<file path="config.mk">
export PLATFORM = sky130hd
export DESIGN_NAME = srx_exec
export DESIGN_NICKNAME = d
export VERILOG_FILES = /design/src/core/srx_pkg.sv /design/src/core/srx_exec.sv
export SDC_FILE = /design/constraint.sdc
export NUM_CORES = 1
export LEC_CHECK = 0
export BUFFER_PORTS_ARGS = -buffer_cell sky130_fd_sc_hd__buf_2
export CAP_MARGIN = 5
export CORE_ASPECT_RATIO = 1.25
export CORE_MARGIN = 1.5
export CORE_UTILIZATION = 61
export DETAILED_ROUTE_END_ITERATION = 8
export PLACE_DENSITY = 0.87
export SYNTH_ARGS = -nofsm -noshare
export SYNTH_HDL_FRONTEND = slang
export SYNTH_SLANG_ARGS = --single-unit
</file>
<file path="constraint.sdc">
create_clock -name mclk -period 34.5 [get_ports mclk]
set_input_delay 8.625 -clock mclk [delete_from_list [all_inputs] [get_ports mclk]]
set_output_delay 8.625 -clock mclk [all_outputs]
set_load 0.05 [all_outputs]
</file>
<file path="src/core/srx_pkg.sv">
package srx_pkg;
    // ****************************************************************
    // Word and field layout
    // ****************************************************************
    localparam int WORD_W   = 48;
    localparam int ADDR_W   = 15;
    localparam int OP_LSB   = 18;
    localparam int DES_LSB  = 15;
    localparam int CHAN_LSB = 12;
    localparam int EQP_LSB  = 9;
    localparam int UA_LSB   = 24;

    // ****************************************************************
    // Function codes
    // ****************************************************************
    localparam logic [5:0] OP_EQU_SEARCH  = 6'h34;
    localparam logic [5:0] OP_THR_SEARCH  = 6'h35;
    localparam logic [5:0] OP_MEQ_SEARCH  = 6'h36;
    localparam logic [5:0] OP_MTH_SEARCH  = 6'h37;
    localparam logic [5:0] OP_REPL_ADD    = 6'h38;
    localparam logic [5:0] OP_REPL_SUB    = 6'h39;
    localparam logic [5:0] OP_REPL_INC    = 6'h3a;
    localparam logic [5:0] OP_REPL_DEC    = 6'h3b;
    localparam logic [5:0] OP_EXT_FUNC    = 6'h3c;

    localparam logic [2:0] DES_SELECT     = 3'h0;
    localparam logic [2:0] DES_SENSE      = 3'h7;

    // ****************************************************************
    // Internal condition codes (channel 0, equipment 0)
    // ****************************************************************
    localparam logic [8:0] CC_CLR_FAULTS  = 9'h038;
    localparam logic [8:0] CC_SEL_OVF_IRQ = 9'h040;
    localparam logic [8:0] CC_REM_OVF_IRQ = 9'h041;
    localparam logic [8:0] CC_OVF_FAULT   = 9'h058;
    localparam logic [8:0] CC_NO_OVF      = 9'h059;

    // ****************************************************************
    // Register map
    // ****************************************************************
    localparam logic [11:0] REG_CTRL      = 12'h000;
    localparam logic [11:0] REG_STATUS    = 12'h004;
    localparam logic [11:0] REG_INDEX     = 12'h008;
    localparam int CTRL_OVF_SEL   = 0;
    localparam int CTRL_OVF_CLR   = 1;
    localparam int ST_OVF         = 0;
    localparam int ST_BUSY        = 1;
    localparam int ST_FULL        = 2;
    localparam int ST_HALF        = 3;

    typedef enum logic [2:0] {
        SRX_IDLE  = 3'b000,
        SRX_SCAN  = 3'b001,
        SRX_READ  = 3'b010,
        SRX_WRITE = 3'b011,
        SRX_DONE  = 3'b100
    } srx_state_t;
endpackage : srx_pkg
</file>
<file path="src/core/srx_exec.sv">
`timescale 1ns/1ps
`default_nettype none

// Behaviour
// - Equality search scans down, counting index
// - Match gives full exit, index locates entry
// - No match by zero gives half exit
// - Designator zero examines only word m
// - Plus and minus zero compare equal
// - Threshold search stops on greater entry
// - Plus zero exceeds minus zero
// - Masked equality search uses mask register
// - Masked threshold search uses mask register
// - Replace add writes sum to storage, accumulator
// - Replace subtract writes difference to both
// - Replace increment writes word plus one
// - Replace decrement writes word minus one
// - Overflow sets indicator; interrupt when selected
// - External function skips index modification
// - Designator: 0 select, 1-6 activate, 7 sense
// - Activation records start in upper half
// - Terminal address taken from lower half
// - Select/sense split into three fields
// - Select acts the same in either position
// - Upper sense skips on condition, else half
// - Lower sense half exits until condition
module srx_exec (
    input  wire logic                       mclk,
    input  wire logic                       sys_rst,
    input  wire logic                       psel,
    input  wire logic                       penable,
    input  wire logic                       pwrite,
    input  wire logic [11:0]                paddr,
    input  wire logic [31:0]                pwdata,
    output logic      [31:0]                prdata,
    output logic                            pready,
    output logic                            pslverr,
    input  wire logic                       instr_valid,
    output logic                            instr_ready,
    input  wire logic [23:0]                instr_word,
    input  wire logic                       instr_lower,
    input  wire logic [srx_pkg::WORD_W-1:0] acc_in,
    input  wire logic [srx_pkg::WORD_W-1:0] mask_in,
    input  wire logic [srx_pkg::ADDR_W-1:0] index_in,
    output logic                            done,
    output logic                            exit_full,
    output logic                            exit_half,
    output logic [srx_pkg::WORD_W-1:0]      acc_out,
    output logic                            acc_we,
    output logic [srx_pkg::ADDR_W-1:0]      index_out,
    output logic                            index_we,
    output logic                            mem_req,
    output logic                            mem_we,
    output logic [srx_pkg::ADDR_W-1:0]      mem_addr,
    output logic [srx_pkg::WORD_W-1:0]      mem_wdata,
    input  wire logic                       mem_ack,
    input  wire logic [srx_pkg::WORD_W-1:0] mem_rdata,
    output logic                            chan_act,
    output logic [2:0]                      chan_num,
    output logic [srx_pkg::ADDR_W-1:0]      chan_start,
    output logic [srx_pkg::ADDR_W-1:0]      chan_term,
    output logic                            cond_select,
    output logic [srx_pkg::ADDR_W-1:0]      cond_code,
    input  wire logic                       ext_cond,
    output logic                            overflow_irq
);
    localparam int W = srx_pkg::WORD_W;
    localparam int A = srx_pkg::ADDR_W;

    // ****************************************************************
    // Ones-complement helpers
    // ****************************************************************
    // Ordering key: sign flipped, so plus zero sits above minus zero
    function automatic logic [W-1:0] order_key(input logic [W-1:0] v);
        order_key = {~v[W-1], v[W-2:0]};
    endfunction : order_key

    function automatic logic is_zero(input logic [W-1:0] v);
        is_zero = (v == '0) || (v == '1);
    endfunction : is_zero

    // End-around carry adder
    function automatic logic [W-1:0] oc_add(input logic [W-1:0] x, input logic [W-1:0] y);
        logic [W:0] s;
        s = {1'b0, x} + {1'b0, y};
        oc_add = W'(s[W-1:0] + {{(W-1){1'b0}}, s[W]});
    endfunction : oc_add

    // ****************************************************************
    // State
    // ****************************************************************
    srx_pkg::srx_state_t state;
    srx_pkg::srx_state_t next_state;
    logic [5:0]  op_q;
    logic [2:0]  des_q;
    logic [A-1:0] m_q;
    logic [W-1:0] acc_q;
    logic [W-1:0] mask_q;
    logic [A-1:0] cur;
    logic         lower_q;
    logic         ovf_flag;
    logic         ovf_sel;

    // ****************************************************************
    // Decode
    // ****************************************************************
    wire [5:0]   in_op    = instr_word[23:srx_pkg::OP_LSB];
    wire [2:0]   in_des   = instr_word[srx_pkg::OP_LSB-1:srx_pkg::DES_LSB];
    wire [A-1:0] in_m     = instr_word[A-1:0];
    wire         take     = instr_valid && instr_ready;
    wire         is_search = (op_q[5:2] == srx_pkg::OP_EQU_SEARCH[5:2]);
    wire         is_masked = op_q[1];
    wire         is_thresh = op_q[0];
    wire         is_replace = (op_q[5:2] == srx_pkg::OP_REPL_ADD[5:2]);
    wire         is_exf    = (op_q == srx_pkg::OP_EXT_FUNC);
    wire         is_act    = is_exf && des_q != srx_pkg::DES_SELECT && des_q != srx_pkg::DES_SENSE;
    // Select/sense fields: channel, equipment, condition
    wire [2:0]   f_chan   = m_q[A-1:srx_pkg::CHAN_LSB];
    wire [2:0]   f_eqp    = m_q[srx_pkg::CHAN_LSB-1:srx_pkg::EQP_LSB];
    wire [8:0]   f_cond   = m_q[srx_pkg::EQP_LSB-1:0];
    wire         internal = (f_chan == 3'h0) && (f_eqp == 3'h0);

    // ****************************************************************
    // Search comparison
    // ****************************************************************
    wire [W-1:0] entry    = is_masked ? (mem_rdata & mask_q) : mem_rdata;
    wire         eq_hit   = (entry == acc_q) || (is_zero(entry) && is_zero(acc_q));
    wire         gt_hit   = order_key(entry) > order_key(acc_q);
    wire         hit      = is_thresh ? gt_hit : eq_hit;
    wire [A-1:0] cur_dec  = A'(cur - 1'b1);

    // ****************************************************************
    // Replace arithmetic
    // ****************************************************************
    wire [W-1:0] one_w    = {{(W-1){1'b0}}, 1'b1};
    // Subtraction adds the complement of the accumulator
    wire [W-1:0] addend   = (op_q == srx_pkg::OP_REPL_ADD) ? acc_q :
                            (op_q == srx_pkg::OP_REPL_SUB) ? ~acc_q :
                            (op_q == srx_pkg::OP_REPL_INC) ? one_w :
                            ~one_w;
    wire [W-1:0] repl_res = oc_add(mem_rdata, addend);
    wire         repl_ovf = (mem_rdata[W-1] == addend[W-1]) && (repl_res[W-1] != mem_rdata[W-1]);

    // ****************************************************************
    // Sense condition
    // ****************************************************************
    wire int_sense = (f_cond == srx_pkg::CC_OVF_FAULT) ? ovf_flag :
                     (f_cond == srx_pkg::CC_NO_OVF) ? !ovf_flag : 1'b0;
    wire sense_hit = internal ? int_sense : ext_cond;

    // Overflow indicator set and clear terms
    wire ovf_set   = (state == srx_pkg::SRX_READ) && mem_ack && is_replace && repl_ovf;
    wire sel_int   = (state == srx_pkg::SRX_SCAN) && is_exf && des_q == srx_pkg::DES_SELECT && internal;
    wire apb_wr    = psel && penable && pwrite;
    wire apb_ctrl  = apb_wr && paddr == srx_pkg::REG_CTRL;
    wire ovf_clr   = (apb_ctrl && pwdata[srx_pkg::CTRL_OVF_CLR]) || (sel_int && f_cond == srx_pkg::CC_CLR_FAULTS);

    // ****************************************************************
    // Next-state logic
    // ****************************************************************
    always_comb begin
        next_state = state;
        case (state)
            srx_pkg::SRX_IDLE:  next_state = take ? srx_pkg::SRX_SCAN : srx_pkg::SRX_IDLE;
            srx_pkg::SRX_SCAN: begin
                if (is_search)
                    next_state = (cur == '0) ? srx_pkg::SRX_DONE : srx_pkg::SRX_READ;
                else if (is_replace || is_act)
                    next_state = srx_pkg::SRX_READ;
                else
                    next_state = srx_pkg::SRX_DONE;
            end
            srx_pkg::SRX_READ: begin
                if (mem_ack)
                    next_state = (is_search && !hit) ? srx_pkg::SRX_SCAN :
                                 is_search ? srx_pkg::SRX_DONE : srx_pkg::SRX_WRITE;
            end
            srx_pkg::SRX_WRITE: next_state = mem_ack ? srx_pkg::SRX_DONE : srx_pkg::SRX_WRITE;
            srx_pkg::SRX_DONE:  next_state = srx_pkg::SRX_IDLE;
            default:            next_state = srx_pkg::SRX_IDLE;
        endcase
    end

    // Handshake outputs
    assign instr_ready  = (state == srx_pkg::SRX_IDLE);
    assign done         = (state == srx_pkg::SRX_DONE);
    assign mem_req      = (state == srx_pkg::SRX_READ) || (state == srx_pkg::SRX_WRITE);
    assign mem_we       = (state == srx_pkg::SRX_WRITE);
    assign overflow_irq = ovf_flag && ovf_sel;

    // ****************************************************************
    // State and instruction capture
    // ****************************************************************
    always_ff @(posedge mclk or posedge sys_rst) begin
        if (sys_rst) begin
            state   <= srx_pkg::SRX_IDLE;
            op_q    <= '0;
            des_q   <= '0;
            m_q     <= '0;
            acc_q   <= '0;
            mask_q  <= '0;
            lower_q <= 1'b0;
        end else begin
            state <= next_state;
            if (take) begin
                op_q    <= in_op;
                des_q   <= in_des;
                m_q     <= in_m;
                acc_q   <= acc_in;
                mask_q  <= mask_in;
                lower_q <= instr_lower;
            end
        end
    end

    // ****************************************************************
    // Scan index and storage address
    // ****************************************************************
    always_ff @(posedge mclk or posedge sys_rst) begin
        if (sys_rst) begin
            cur       <= '0;
            mem_addr  <= '0;
            mem_wdata <= '0;
            chan_term <= '0;
        end else begin
            if (take)
                cur <= (in_des == 3'h0) ? A'(1) : index_in;
            else if (state == srx_pkg::SRX_SCAN && is_search && cur != '0) begin
                cur      <= cur_dec;
                mem_addr <= A'(m_q + cur_dec);
            end else if (state == srx_pkg::SRX_SCAN && is_replace)
                mem_addr <= (des_q == 3'h0) ? m_q : A'(m_q + cur);
            else if (state == srx_pkg::SRX_SCAN && is_act)
                mem_addr <= A'(des_q);
            if (state == srx_pkg::SRX_READ && mem_ack && is_replace)
                mem_wdata <= repl_res;
            // Only the upper address field of the special word changes
            if (state == srx_pkg::SRX_READ && mem_ack && is_act) begin
                mem_wdata <= {mem_rdata[W-1:srx_pkg::UA_LSB+A], m_q, mem_rdata[srx_pkg::UA_LSB-1:0]};
                chan_term <= mem_rdata[A-1:0];
            end
        end
    end

    // ****************************************************************
    // Completion results
    // ****************************************************************
    wire fin_search = (state == srx_pkg::SRX_READ) && mem_ack && is_search && hit;
    wire fin_empty  = (state == srx_pkg::SRX_SCAN) && is_search && cur == '0;
    wire fin_write  = (state == srx_pkg::SRX_WRITE) && mem_ack;
    // Select, sense or an undecoded opcode: finishes straight from the scan state
    wire fin_exf    = (state == srx_pkg::SRX_SCAN) && !is_search && !is_replace && !is_act;
    wire is_sense   = is_exf && des_q == srx_pkg::DES_SENSE;

    always_ff @(posedge mclk or posedge sys_rst) begin
        if (sys_rst) begin
            exit_full <= 1'b0;
            exit_half <= 1'b0;
            acc_out   <= '0;
            acc_we    <= 1'b0;
            index_out <= '0;
            index_we  <= 1'b0;
        end else if (fin_search || fin_empty || fin_write || fin_exf) begin
            // Sense: exit on condition, half exit otherwise in both positions
            // Undecoded opcodes give a plain full exit
            exit_full <= fin_search || fin_write || (fin_exf && (!is_sense || sense_hit));
            exit_half <= fin_empty || (fin_exf && is_sense && !sense_hit);
            acc_out   <= fin_write && is_replace ? mem_wdata : acc_q;
            acc_we    <= fin_write && is_replace;
            index_out <= fin_search ? cur : '0;
            index_we  <= is_search && des_q != 3'h0;
        end
    end

    // ****************************************************************
    // Channel and condition strobes
    // ****************************************************************
    always_ff @(posedge mclk or posedge sys_rst) begin
        if (sys_rst) begin
            chan_act    <= 1'b0;
            chan_num    <= '0;
            chan_start  <= '0;
            cond_select <= 1'b0;
            cond_code   <= '0;
        end else begin
            chan_act    <= fin_write && is_act;
            cond_select <= fin_exf && is_exf && des_q == srx_pkg::DES_SELECT;
            if (fin_write && is_act) begin
                chan_num   <= des_q;
                chan_start <= m_q;
            end
            if (fin_exf && is_exf)
                cond_code <= m_q;
        end
    end

    // ****************************************************************
    // Overflow indicator and selection
    // ****************************************************************
    always_ff @(posedge mclk or posedge sys_rst) begin
        if (sys_rst) begin
            ovf_flag <= 1'b0;
            ovf_sel  <= 1'b0;
        end else begin
            // Set wins over clear
            ovf_flag <= ovf_set || (ovf_flag && !ovf_clr);
            if (apb_ctrl)
                ovf_sel <= pwdata[srx_pkg::CTRL_OVF_SEL];
            else if (sel_int && f_cond == srx_pkg::CC_SEL_OVF_IRQ)
                ovf_sel <= 1'b1;
            else if (sel_int && f_cond == srx_pkg::CC_REM_OVF_IRQ)
                ovf_sel <= 1'b0;
        end
    end

    // ****************************************************************
    // APB slave
    // ****************************************************************
    wire hit_ctrl   = paddr == srx_pkg::REG_CTRL;
    wire hit_status = paddr == srx_pkg::REG_STATUS;
    wire hit_index  = paddr == srx_pkg::REG_INDEX;
    wire [31:0] st_word = {28'h0000000, exit_half, exit_full, !instr_ready, ovf_flag};
    assign pready  = 1'b1;
    assign pslverr = psel && penable && !(hit_ctrl || hit_status || hit_index);
    assign prdata  = hit_ctrl   ? {31'h00000000, ovf_sel} :
                     hit_status ? st_word :
                     hit_index  ? {17'h00000, index_out} : 32'h00000000;
endmodule : srx_exec

`default_nettype wire

</file>
---- Yosys cells after proc, flatten, opt, wreduce, memory -nomap -nowiden ----
Cells that the tools add are included.
operators by class
  $add $sub $neg .......................... 5
  multiplexer cells ....................... 34
  reductions and logical operators ........ 86
  bitwise logic cells ..................... 5
  equal/unequal tests ..................... 25
  order comparisons ....................... 1
operators by type and width
  kind                   number
  $mux 48                7
  $mux 15                11
  $eq 48x48->1 const B   2
  $logic_not 48->1       2
  $add 48x48->49         1
  $add 48x1->48          1
  $and 48x48->48         1
  $eq 48x48->1           1
  $gt 48x48->1           1
  $not 48->48            1
  $logic_and 1x1->1      44
  $eq 9x7->1 const B     4
  $add 15x15->15         2
  $eq 6x6->1 const B     4
  $mux 3                 7
  $logic_or 1x1->1       16
  $logic_not 15->1       1
  $logic_not 3->1        5
  $reduce_bool 15->1     1
  $sub 15x1->15 const B  1
  $eq 12x3->1 const B    1
  $eq 12x4->1 const B    1
  $logic_not 12->1       1
  $pmux 3 s4             1
  other kinds (15)       39
word-level totals
  logic and storage cells ................. 179
  bits of input ports ..................... 236
  flip-flop bits (word level) ............. 320
  output and inout port bits .............. 219

---- Logic depth before layout (Yosys ltp) ----
Gate-level depths: netlist of run 1.
  word-level depth ........................ 12
  mapped depth ............................ 31
  gate-level depth less buffers ........... 27

---- Worst setup path before layout of run 1 ----
No wires, ideal clock.
  kind .................................... in2out
  start ................................... input paddr[7]
  end ..................................... output prdata[10]
  required time ........................... 25.875 ns
  buffers on the path ..................... 1
  setup slack ............................. 15.978 ns
  cell stages on the path ................. 5
  arrival ................................. 9.897 ns
  path through ............................ nor4_1 -> nand3_1 -> nor2b_1 -> clkbuf_1 -> and2_1
on the way
  cells in the longest elaborated chain, start to end .. 4
  elaborated cells between the ends (all ways) .. 6
  those cells by class .................... 2 x eq/ne; 3 x mux; 1 x reduce/logical
ends and longest elaborated chain
  item                RTL line         source
  start: declaration  srx_exec.sv:33   input wire logic [11:0] paddr,
  $eq 12x4->1         srx_exec.sv:321  wire hit_index = paddr == srx_pkg::REG_INDEX;
  $mux 15             srx_exec.sv:327  hit_index ? {17'h00000, index_out} : 32'h00000000;
  $mux 15             srx_exec.sv:326  hit_status ? st_word :
  $mux 15 *           srx_exec.sv:325  assign prdata = hit_ctrl ? {31'h00000000, ovf_sel} :
  end: declaration    srx_exec.sv:35   output logic [31:0] prdata,
Every way passes the cells marked *; elsewhere a longest branch is shown, timed or not.

---- Final worst setup path of run 1 ----
  start ................................... input paddr[7]
  end ..................................... output prdata[7]
The elaborated chain is that of the path after synthesis.

==> results of run 1 <==
## cell type report
type,instances,share of cell area (%)
timing repair buffer,420,8.399
clock inverter,11,0.4273
sequential,320,31.45
multi-input combinational,2095,51.77
inverter,109,1.636
clock buffer,49,3.959
tap,474,2.328
antenna,4,0.03929
## registers in the layout, summed over array words and instances, names as in the netlist
| signal | flops |
|---|---|
| acc_q | 48 |
| cond_select | 1 |
| mask_q | 48 |
| des_q | 3 |
| acc_we | 1 |
| chan_act | 1 |
| chan_start | 15 |
| state | 3 |
| chan_term | 15 |
| index_out | 15 |
| ovf_sel | 1 |
| chan_num | 3 |
| index_we | 1 |
| cur | 15 |
| exit_half | 1 |
| op_q | 6 |
| mem_addr | 15 |
| exit_full | 1 |
| acc_out | 48 |
| m_q | 15 |
| ovf_flag | 1 |
| mem_wdata | 48 |
| cond_code | 15 |
## routing by layer
layer	track usage [%]	share of wire, %	up-vias
li1	-	-	9985
met1	54.82	36	10920
met2	74.18	46	1578
met3	6.860	9.4	405
met4	33.71	8.5	0
met5	0	0	-
## cells by family (layout without fill, tap and decap cells)
logic type	count (synthesis)	in the layout	synth area share (%)
fa+ha+maj	130	130	7.434
xor+xnor	169	169	6.673
buf+inv	250	589	4.885
mux	89	89	4.202
compound gates	664	664	18.94
other cells	2	22	0.03386
simple gates	1025	1025	21.74
flops	320	320	36.10
## critical path, stage by stage
cell,delay (ns)
buf_2,0.09
nor4_1,0.34
nand3_1,0.30
nor2b_1,0.54
and2_1,0.22
buf_2,0.26
## path summary, 6_finish.rpt
path | start | to | slack (ns)
setup / recovery | paddr[7] | prdata[7] | 15.49
hold / removal | acc_out[22] | acc_out[22] | 0.47
setup reg to reg | op_q[4] | mem_wdata[33] | 26.94
hold reg to reg | acc_out[22] | acc_out[22] | 0.47
max in group asynchronous | sys_rst | op_q[0] | 24.75
min in group asynchronous | sys_rst | index_out[13] | 8.20
## cells in the final DEF (no fill, tap or decap), types with 23 or more instances in the layout
cell	n
clkbuf_16	35
o21a_1	40
a22oi_1	36
o21ai_0	187
xnor2_1	117
a21oi_1	138
o22ai_1	23
o21ai_1	30
mux2_2	33
nor3_1	30
nor4_1	43
nand4_1	65
mux2i_1	56
nor2_1	166
ha_1	127
nand2_1	517
xor2_1	52
a21o_1	56
dfrtp_1	318
nand3_1	52
buf_2	405
and2_1	24
inv_1	107
## power breakdown
part           switching, mW  internal [mW]
clock network          0.159          0.212
logic                  0.801          0.397
registers              0.194          0.500
total                   1.15           1.11
==> impl_results.md, run 1 <==
* I/O pin count at 455
* Vias at 22890
* Async set or reset register ratio after synthesis at 100.0%
* CP endpoint kind: output pin
* Clock skew at 0.01538 ns
* Depth of the most critical reg-to-reg path at 27
* CP Data Required Time at 25.87 ns
* Top area cells in the synthesized netlist: dfrtp_1, nand2_1, ha_1
* Initial antenna violation count at 5
* Max Clock Freq at 0.05260 GHz
* H-tree levels at 2
* Reg clk slew, reported paths at 0.06 ns
* Tot Pwr at 2.263 mW
* DRC Markers at 0
* Avg Cell Area, Syn at 8.374 sq um
* Setup TNS at 0 ns
* Pre-CTS WS at 15.52 ns
* CTS tree: built
* Num CTS Buffers at 35
* Placed wire-length estimate at 66270 um
* Hold crit path type: register to register
* Non-Filler Instances at 3482
* Max-cap violations at 0
* Gpl congestion at 1.053
* # setup viols final at 0
* Worst Path Arrival at 10.39 ns
* Distinct cells, synth at 100
* Yosys Warn Count at 0
* # fillers at 2840
* Vias in the first global route at 22150
* Type of origin of the critical path: primary input
* Post-synth EDFFs at 0
* Slew Limit Fails at 0
* CTS sink count at 320
* Starting Density at 62.23%
* Initial DRT Pass Iterations at 6
* GRT Total Usage at 45.48%
* Power Density at 88.85 nW/um^2
* Pin count of the biggest net entering global routing at 106
* Multi-input gate area at 13190 sq um
* Clock insertion delay at the later pin of the skew report at 0.54 ns
* Largest area contributor in the netlist: dfrtp_1
* Leak at 12.30 nW
* Root buffer cell: clkbuf_16
* Worst-Margin Slew at 1.244 ns
* Row cnt at 77
* Slew headroom at 16.88%
* Die Wd at 173.6 um
* Gr ovfl total at 0
* Final hold violations at 0
* Most numerous cell in the Yosys netlist: nand2_1
* Share of cells above drive strength 1 at 18.81%
* RSZ-0062 raised after global routing: no
* Area of the core at 35650 sq um
* Cells after Synth at 2649
* Die area at 37530 sq um
* Vias/cell at 6.574
* Die height at 216.2 um
* Outcome: finished clean
* Crit Path Category: primary input to output pin
* Setup Buffers After CTS at 0
* Worst hold stages at 2
* Crit-path max FO at 11
* Placed cells at 3418
* FF+latch count, synth at 320
* Wire length per cell at 24.83 um
* Total Wirelength at 86460 um
* Post-layout min period at 19.01 ns
* Final Core Density at 71.46%
* Post-synthesis instance area at 22180 sq um
* Peak supply drop at 0.05269 mV
* Top post-synthesis cells by count: nand2_1, dfrtp_1, o21ai_0
* Layout area overhead at 14.83%
* Synth top area share at 36.10%
* DRT iter0 DRCs at 2563
* Detail Route Antenna Nets at 0
* Hold_buf cts at 0
* Hold_ws at 0.4726 ns
* Final #Nets at 3347
* Port bufs at 405
* Final instance area at 25470 sq um
* FF/Latch Area at 8010 sq um
* Final WS setup at 15.49 ns
* First-pass GRT wire length at 130000 um
* DP Area at 24350 sq um
* Sequential area share after synthesis at 36.10%
* Primary FF master, synth: dfrtp_1
* CTS resizes at 0
* Tcrit/Tclk final at 55.11%
* Clk buf depth at 3
(Power assumes the default switching activity.)
==> inputs of run 2 (changes only) <==
--- a/config.mk
+++ b/config.mk
@@ -5,13 +5,14 @@
 export SDC_FILE = /design/constraint.sdc
 export NUM_CORES = 1
 export LEC_CHECK = 0
+export ABC_AREA = 1
 export BUFFER_PORTS_ARGS = -buffer_cell sky130_fd_sc_hd__buf_2
 export CAP_MARGIN = 5
 export CORE_ASPECT_RATIO = 1.25
 export CORE_MARGIN = 1.5
-export CORE_UTILIZATION = 61
+export CORE_UTILIZATION = 52
 export DETAILED_ROUTE_END_ITERATION = 8
-export PLACE_DENSITY = 0.87
+export PLACE_DENSITY = 0.79
 export SYNTH_ARGS = -nofsm -noshare
 export SYNTH_HDL_FRONTEND = slang
 export SYNTH_SLANG_ARGS = --single-unit
==> constraint.sdc (replaced) <==
create_clock -name mclk -period 16 [get_ports mclk]
set_input_delay 4 -clock mclk [delete_from_list [all_inputs] [get_ports mclk]]
set_output_delay 4 -clock mclk [all_outputs]
set_load 0.05 [all_outputs]
==> impl_results.md, run 2 <==
* CTS resizes at 0 (unchanged)
* DRT iter0 DRCs at 2012 (was 2563)
* Worst Path Arrival at 6.14 ns (was 10.39 ns)
* DRC Markers at 0 (unchanged)
* Die area at 46300 sq um (was 37530 sq um)
* Share of cells above drive strength 1 at 13.44% (was 18.81%)
* Post-layout min period at 10.14 ns
* Worst hold stages at 2 (unchanged)
* Crit path cell chain: buf_2, nor4_1, nand2_1, nor4_1, inv_1, o211ai_1, o21ai_0, inv_1, buf_2 (was buf_2, nor4_1, nand3_1, nor2b_1, and2_1, buf_2)
* CP Data Required Time at 12.00 ns (was 25.87 ns)
* Yosys Warn Count at 0 (unchanged)
* RR Startpoint: op_q[5] (was op_q[4])
* Max Clock Freq at 0.09864 GHz
* Row cnt at 86 (was 77)
* Die height at 240.2 um (was 216.2 um)
* Slowest cell delay on critical path at 0.59 ns (was 0.54 ns)
* Type of origin of the critical path: primary input (unchanged)
* Top post-synthesis cells by count: nand2_1, inv_1, o21ai_0 (was nand2_1, dfrtp_1, o21ai_0)
* Detail Route Antenna Nets at 0 (unchanged)
* Outcome: finished clean (unchanged)
* I/O pin count at 455 (unchanged)
* GRT Total Usage at 37.45% (was 45.48%)
* Final Core Density at 61.01% (was 71.46%)
* Port bufs at 405 (unchanged)
* Sequential area share after synthesis at 34.21% (was 36.10%)
* Async set or reset register ratio after synthesis at 100.0% (unchanged)
* Clock skew at 0.01619 ns (was 0.01538 ns)
* Most numerous cell in the Yosys netlist: nand2_1 (unchanged)
* Top area cells in the synthesized netlist: dfrtp_1, nand2_1, inv_1 (was dfrtp_1, nand2_1, ha_1)
* H-tree levels at 2 (unchanged)
* FF+latch count, synth at 320 (unchanged)
* Pin count of the biggest net entering global routing at 175 (was 106)
* P_sw at 2.634 mW (was 1.154 mW)
* Post-synthesis instance area at 23410 sq um (was 22180 sq um)
* Reg clk slew, reported paths at 0.07 ns (was 0.06 ns)
* Clk buf depth at 3 (unchanged)
* Area of the core at 44220 sq um (was 35650 sq um)
* Primary FF master, synth: dfrtp_1 (unchanged)
* Slew headroom at 30.82% (was 16.88%)
* Worst setup startpoint: paddr[5] (was paddr[7])
* Peak supply drop at 0.1717 mV (was 0.05269 mV)
* Initial antenna violation count at 1 (was 5)
* Root buffer cell: clkbuf_16 (unchanged)
* Depth of the most critical reg-to-reg path at 40 (was 27)
* Worst r2r dst: mem_wdata[34] (was mem_wdata[33])
* Comb pwr share at 54.9% (was 52.9%)
* R2r setup slk at 9.27 ns (was 26.94 ns)
* Sequential group share of total power at 27.8% (was 30.7%)
* Post-synth EDFFs at 0 (unchanged)
* Final WS setup at 5.862 ns (was 15.49 ns)
* Commonest non-fill, non-tap cells in the layout: nand2_1, inv_1, buf_2, o21ai_0, dfrtp_1 (was nand2_1, buf_2, dfrtp_1, o21ai_0, nor2_1)
* Setup Buffers After CTS at 0 (unchanged)
* Sw Ratio at 52.87% (was 50.99%)
* Pre-CTS WS at 5.880 ns (was 15.52 ns)
* Final hold violations at 0 (unchanged)
* Total Wirelength at 88130 um (was 86460 um)
* Largest area contributor in the netlist: dfrtp_1 (unchanged)
* Wire length per cell at 19.65 um (was 24.83 um)
* WHS Endpoint: chan_term[5] (was acc_out[22])
* Gpl congestion at 1.015 (was 1.053)
* Tcrit/Tclk final at 63.36%
* RSZ-0062 raised after global routing: no (unchanged)
* Vias/cell at 5.587 (was 6.574)
* CP endpoint kind: output pin (unchanged)
* N_diodes at 0 (was 4)
* Avg Cell Area, Syn at 6.610 sq um (was 8.374 sq um)
* Layout area overhead at 15.27% (was 14.83%)
* Hold Crit Start: chan_term[5] (was acc_out[22])
* Setup TNS at 0 ns (unchanged)
* Vias at 25060 (was 22890)
* Synth top area share at 34.21% (was 36.10%)
* Clock network power share at 17.3% (was 16.4%)
* Num CTS Buffers at 36 (was 35)
* Commonest non-fill, non-tap cell in the layout: nand2_1 (unchanged)
* Hold_buf cts at 0 (unchanged)
* Crit-path max FO at 12 (was 11)
* Crit-path slowest cell: nor4_1 (was nor2b_1)
* Crit Path Category: primary input to output pin (unchanged)
* DP Area at 25780 sq um (was 24350 sq um)
* Max-cap violations at 0 (unchanged)
* Slew Limit Fails at 0 (unchanged)
* Final #Nets at 4255 (was 3347)
* Cells after Synth at 3541 (was 2649)
* Power Density at 184.7 nW/um^2 (was 88.85 nW/um^2)
* P_int at 2.348 mW (was 1.109 mW)
* Distinct cells, synth at 54 (was 100)
* Die Wd at 192.8 um (was 173.6 um)
* Hold crit path type: register to register (unchanged)
* Tot Pwr at 4.982 mW (was 2.263 mW)
* Starting Density at 52.93% (was 62.23%)
* First-pass GRT wire length at 130300 um (was 130000 um)
* Leak at 15.05 nW (was 12.30 nW)
* Gr ovfl total at 0 (unchanged)
* Final instance area at 26980 sq um (was 25470 sq um)
* CTS sink count at 320 (unchanged)
* CTS tree: built (unchanged)
* Initial DRT Pass Iterations at 6 (unchanged)
* Vias in the first global route at 23130 (was 22150)
* Placed wire-length estimate at 69660 um (was 66270 um)
* Worst-Margin Slew at 1.038 ns (was 1.244 ns)
* # setup viols final at 0 (unchanged)
* Clock insertion delay at the later pin of the skew report at 0.57 ns (was 0.54 ns)
[run 2: changes by cell type in the layout (fill, tap and decap cells not counted), sizes merged, moves of 56 or more]
cell	before	now
nand2	519	1109
nand3	53	208
mux2i	56	0
o21ai	221	374
inv	108	543
xnor2	117	7
nor2	173	262
[run 2: metrics by stage]
| step | hold slack (ns) | cells |
|---|---|---|
| floorplan | 0.4436 | 3557 |
| global placement | 0.4519 | 4423 |
| detailed placement | 0.4539 | 4423 |
| CTS | 0.4701 | 4485 |
| global route | 0.4917 | 4485 |
| finish | 0.4703 | 4485 |
[run 2: logic make-up after synthesis]
kind of cell    after synthesis  synth area share (%)
compound gates              638                 14.75
flops                       320                 34.21
xor+xnor                     46                 1.753
fa+ha+maj                   130                 7.045
mux                           1               0.04810
other cells                   2               0.03208
buf+inv                     672                 11.23
simple gates               1732                 30.94
[run 2: critical path: cells and delay by family]
kind / cells / cell delay, ns
and+or+nand+nor: 3 / 0.98
buffers and inverters: 4 / 0.79
AOI/OAI and AO/OA: 2 / 0.36
[run 2: final cells by class]
type / instances / area (sq um)
fill: 4335 / 17240
inverter: 545 / 2058
multi-input combinational: 2565 / 12840
timing repair buffer: 421 / 2160
clock buffer: 46 / 988.4
tap: 572 / 715.7
clock inverter: 16 / 212.7
sequential: 320 / 8008
[run 2: power groups by stage]
stage	logic, mW	clock network, mW	registers [mW]
finish	2.73	0.863	1.39
global route	2.98	0.898	1.41
CTS	2.69	0.869	1.37
detailed placement	2.68	0	1.38
global placement	2.64	0	1.38
floorplan	1.48	0	1.72
[run 2: routing by layer]
layer  up-vias  wire, um  GRT usage [%]  part of all wire, %
met5         -        10              0                0.011
met3       263      7314          6.525                  8.3
li1      12080         -              -                    -
met2      1120     41060          61.42                   47
met4         2      5928          23.16                  6.7
met1     11590     33820          45.52                   38
[run 2: worst max-delay path by stage]
stage / to / cells past startpoint
floorplan: acc_out[0] / 1
global placement: prdata[0] / 9
detailed placement: prdata[0] / 9
CTS: prdata[0] / 9
global route: prdata[0] / 9
finish: prdata[0] / 9
==> inputs of run 3 (changes only) <==
--- a/config.mk
+++ b/config.mk
@@ -10,9 +10,9 @@
 export CAP_MARGIN = 5
 export CORE_ASPECT_RATIO = 1.25
 export CORE_MARGIN = 1.5
-export CORE_UTILIZATION = 52
+export CORE_UTILIZATION = 57
 export DETAILED_ROUTE_END_ITERATION = 8
-export PLACE_DENSITY = 0.79
+export PLACE_DENSITY = 0.82
 export SYNTH_ARGS = -nofsm -noshare
 export SYNTH_HDL_FRONTEND = slang
 export SYNTH_SLANG_ARGS = --single-unit
==> constraint.sdc (replaced) <==
create_clock -name mclk -period 9.65 [get_ports mclk]
set_input_delay 2.4125 -clock mclk [delete_from_list [all_inputs] [get_ports mclk]]
set_output_delay 2.4125 -clock mclk [all_outputs]
set_load 0.05 [all_outputs]
==> impl_results.md, run 3 (synthesis gave the netlist of run 2 again) <==
* Outcome: finished clean (unchanged)
* Area of the core at 40320 sq um (was 44220 sq um)
* Final #Nets at 4260 (was 4255)
* Sequential group share of total power at 27.8% (about the same)
* Share of cells above drive strength 1 at 13.43% (was 13.44%)
* Routed length on met1 at 32860 um (was 33820 um)
* Root buffer cell: clkbuf_16 (unchanged)
* Comb pwr share at 55.6% (was 54.9%)
* Pre-CTS WS at 2.544 ns (was 5.880 ns)
* RSZ-0062 raised after global routing: no (unchanged)
* Worst r2r dst: mem_wdata[30] (was mem_wdata[34])
* P_int at 3.849 mW (was 2.348 mW)
* Setup Buffers After CTS at 0 (unchanged)
* Leak at 15.04 nW (was 15.05 nW)
* Clock insertion delay at the later pin of the skew report at 0.55 ns (was 0.57 ns)
* Final WS setup at 2.623 ns (was 5.862 ns)
* H-tree levels at 2 (unchanged)
* Hold_buf cts at 0 (unchanged)
* Clock skew at 0.01728 ns (was 0.01619 ns)
* Row cnt at 82 (was 86)
* # fillers at 3870 (was 4335)
* Worst setup startpoint: paddr[9] (was paddr[5])
* Commonest non-fill, non-tap cells in the layout: nand2_1, inv_1, buf_2, o21ai_0, dfrtp_1 (unchanged)
* CTS resizes at 0 (unchanged)
* Post-layout min period at 7.027 ns
* Worst-Margin Slew at 1.023 ns (was 1.038 ns)
* CTS sink count at 320 (unchanged)
* Reg clk slew, reported paths at 0.06 ns (was 0.07 ns)
* CP Data Required Time at 7.24 ns (was 12.00 ns)
* Commonest non-fill, non-tap cell in the layout: nand2_1 (unchanged)
* First-pass GRT wire length at 130600 um (was 130300 um)
* Crit Path Category: primary input to output pin (unchanged)
* Max Clock Freq at 0.1423 GHz
* P_sw at 4.341 mW (was 2.634 mW)
* Die Wd at 184.3 um (was 192.8 um)
* CTS tree: built (unchanged)
* Total Wirelength at 86660 um (was 88130 um)
* Final hold violations at 0 (unchanged)
* DRC Markers at 0 (unchanged)
* DRT iter0 DRCs at 2094 (was 2012)
* Depth of the most critical reg-to-reg path at 38 (was 40)
* CP endpoint kind: output pin (unchanged)
* Detail Route Antenna Nets at 0 (unchanged)
* Vias at 25200 (was 25060)
* RR Startpoint: op_q[5] (unchanged)
* Vias/cell at 5.641 (was 5.587)
* Setup crit end: prdata[0] (unchanged)
* Slew Limit Fails at 0 (unchanged)
* I/O pin count at 455 (unchanged)
* # setup viols final at 0 (unchanged)
* Peak supply drop at 0.1945 mV (was 0.1717 mV)
* Starting Density at 58.05% (was 52.93%)
* GRT Total Usage at 40.79% (was 37.45%)
* Max-cap violations at 0 (unchanged)
* Pin count of the biggest net entering global routing at 137 (was 175)
* Type of origin of the critical path: primary input (unchanged)
* Initial DRT Pass Iterations at 6 (unchanged)
* Die height at 229.6 um (was 240.2 um)
* Layout area overhead at 15.08% (was 15.27%)
* Power Density at 304.1 nW/um^2 (was 184.7 nW/um^2)
* Placed wire-length estimate at 69150 um (was 69660 um)
* Wire length per cell at 19.40 um (was 19.65 um)
* Setup TNS at 0 ns (unchanged)
* Crit-path max FO at 12 (unchanged)
* R2r setup slk at 3.04 ns (was 9.27 ns)
* Sw Ratio at 53.00% (was 52.87%)
* Num CTS Buffers at 35 (was 36)
* Top sig layer: met5 (unchanged)
* Gr ovfl total at 0 (unchanged)
* Vias in the first global route at 23740 (was 23130)
* Port bufs at 405 (unchanged)
* Slew headroom at 31.29% (was 30.82%)
* Worst Path Arrival at 4.61 ns (was 6.14 ns)
* Hold crit path type: register to register (unchanged)
* Clk buf depth at 3 (unchanged)
* Met3 wire length at 7136 um (was 7314 um)
* Gpl congestion at 1.030 (was 1.015)
* Hold_ws at 0.4687 ns (was 0.4703 ns)
* Initial antenna violation count at 4 (was 1)
* Tcrit/Tclk final at 72.82%
* Die area at 42300 sq um (was 46300 sq um)
* Metal2 WL at 40060 um (was 41060 um)
* Clock network power share at 16.6% (was 17.3%)
run 3: power groups by stage:
stage / clock [mW] / combinational [mW] / sequential (mW)
global placement: 0 / 4.39 / 2.26
global route: 1.42 / 4.97 / 2.31
finish: 1.36 / 4.55 / 2.27
detailed placement: 0 / 4.44 / 2.27
floorplan: 0 / 2.46 / 2.85
CTS: 1.37 / 4.47 / 2.26
run 3: cell type report:
class                   count  area, sq um  area share (%)
repair buffers            427         2205           8.184
clock buffers              53         1035           3.841
diodes                      3        7.507         0.02787
multi-input cells        2565        12840           47.67
flip-flops and latches    320         8008           29.73
clock inverters             8        105.1          0.3902
well taps                 546        683.2           2.536
inverters                 545         2054           7.627
run 3: worst min-delay path by stage:
stage / cells past startpoint / slack (ns) / endpoint / startpoint
floorplan: 2 / 0.44 / mask_q[13] / mask_q[13]
global placement: 2 / 0.45 / chan_term[0] / chan_term[0]
detailed placement: 2 / 0.45 / chan_term[0] / chan_term[0]
CTS: 2 / 0.47 / chan_term[9] / chan_term[9]
global route: 2 / 0.49 / chan_term[11] / chan_term[11]
finish: 2 / 0.47 / chan_term[0] / chan_term[0]
run 3: critical path: stages:
cell      delay (ns)
buf_2           0.09
nor4_1          0.27
nand2_1         0.13
nor4_1          0.62
inv_1           0.38
o211ai_1        0.26
o21ai_0         0.13
inv_1           0.06
buf_2           0.26
run 3: layer usage:
layer | vias up | GRT usage (%)
met4 | 4 | 27.18
met3 | 288 | 7.012
met2 | 1146 | 66.80
met1 | 11680 | 49.06
li1 | 12080 | -
met5 | - | 0
run 3: stage by stage:
stage	util (%)	total power, mW	cells	cell area [sq um]
floorplan	-	5.308	3557	23470
global placement	63.96	6.651	4403	25790
detailed placement	63.96	6.715	4403	25790
CTS	66.79	8.096	4464	26930
global route	66.79	8.703	4465	26930
finish	66.81	8.190	4467	26940
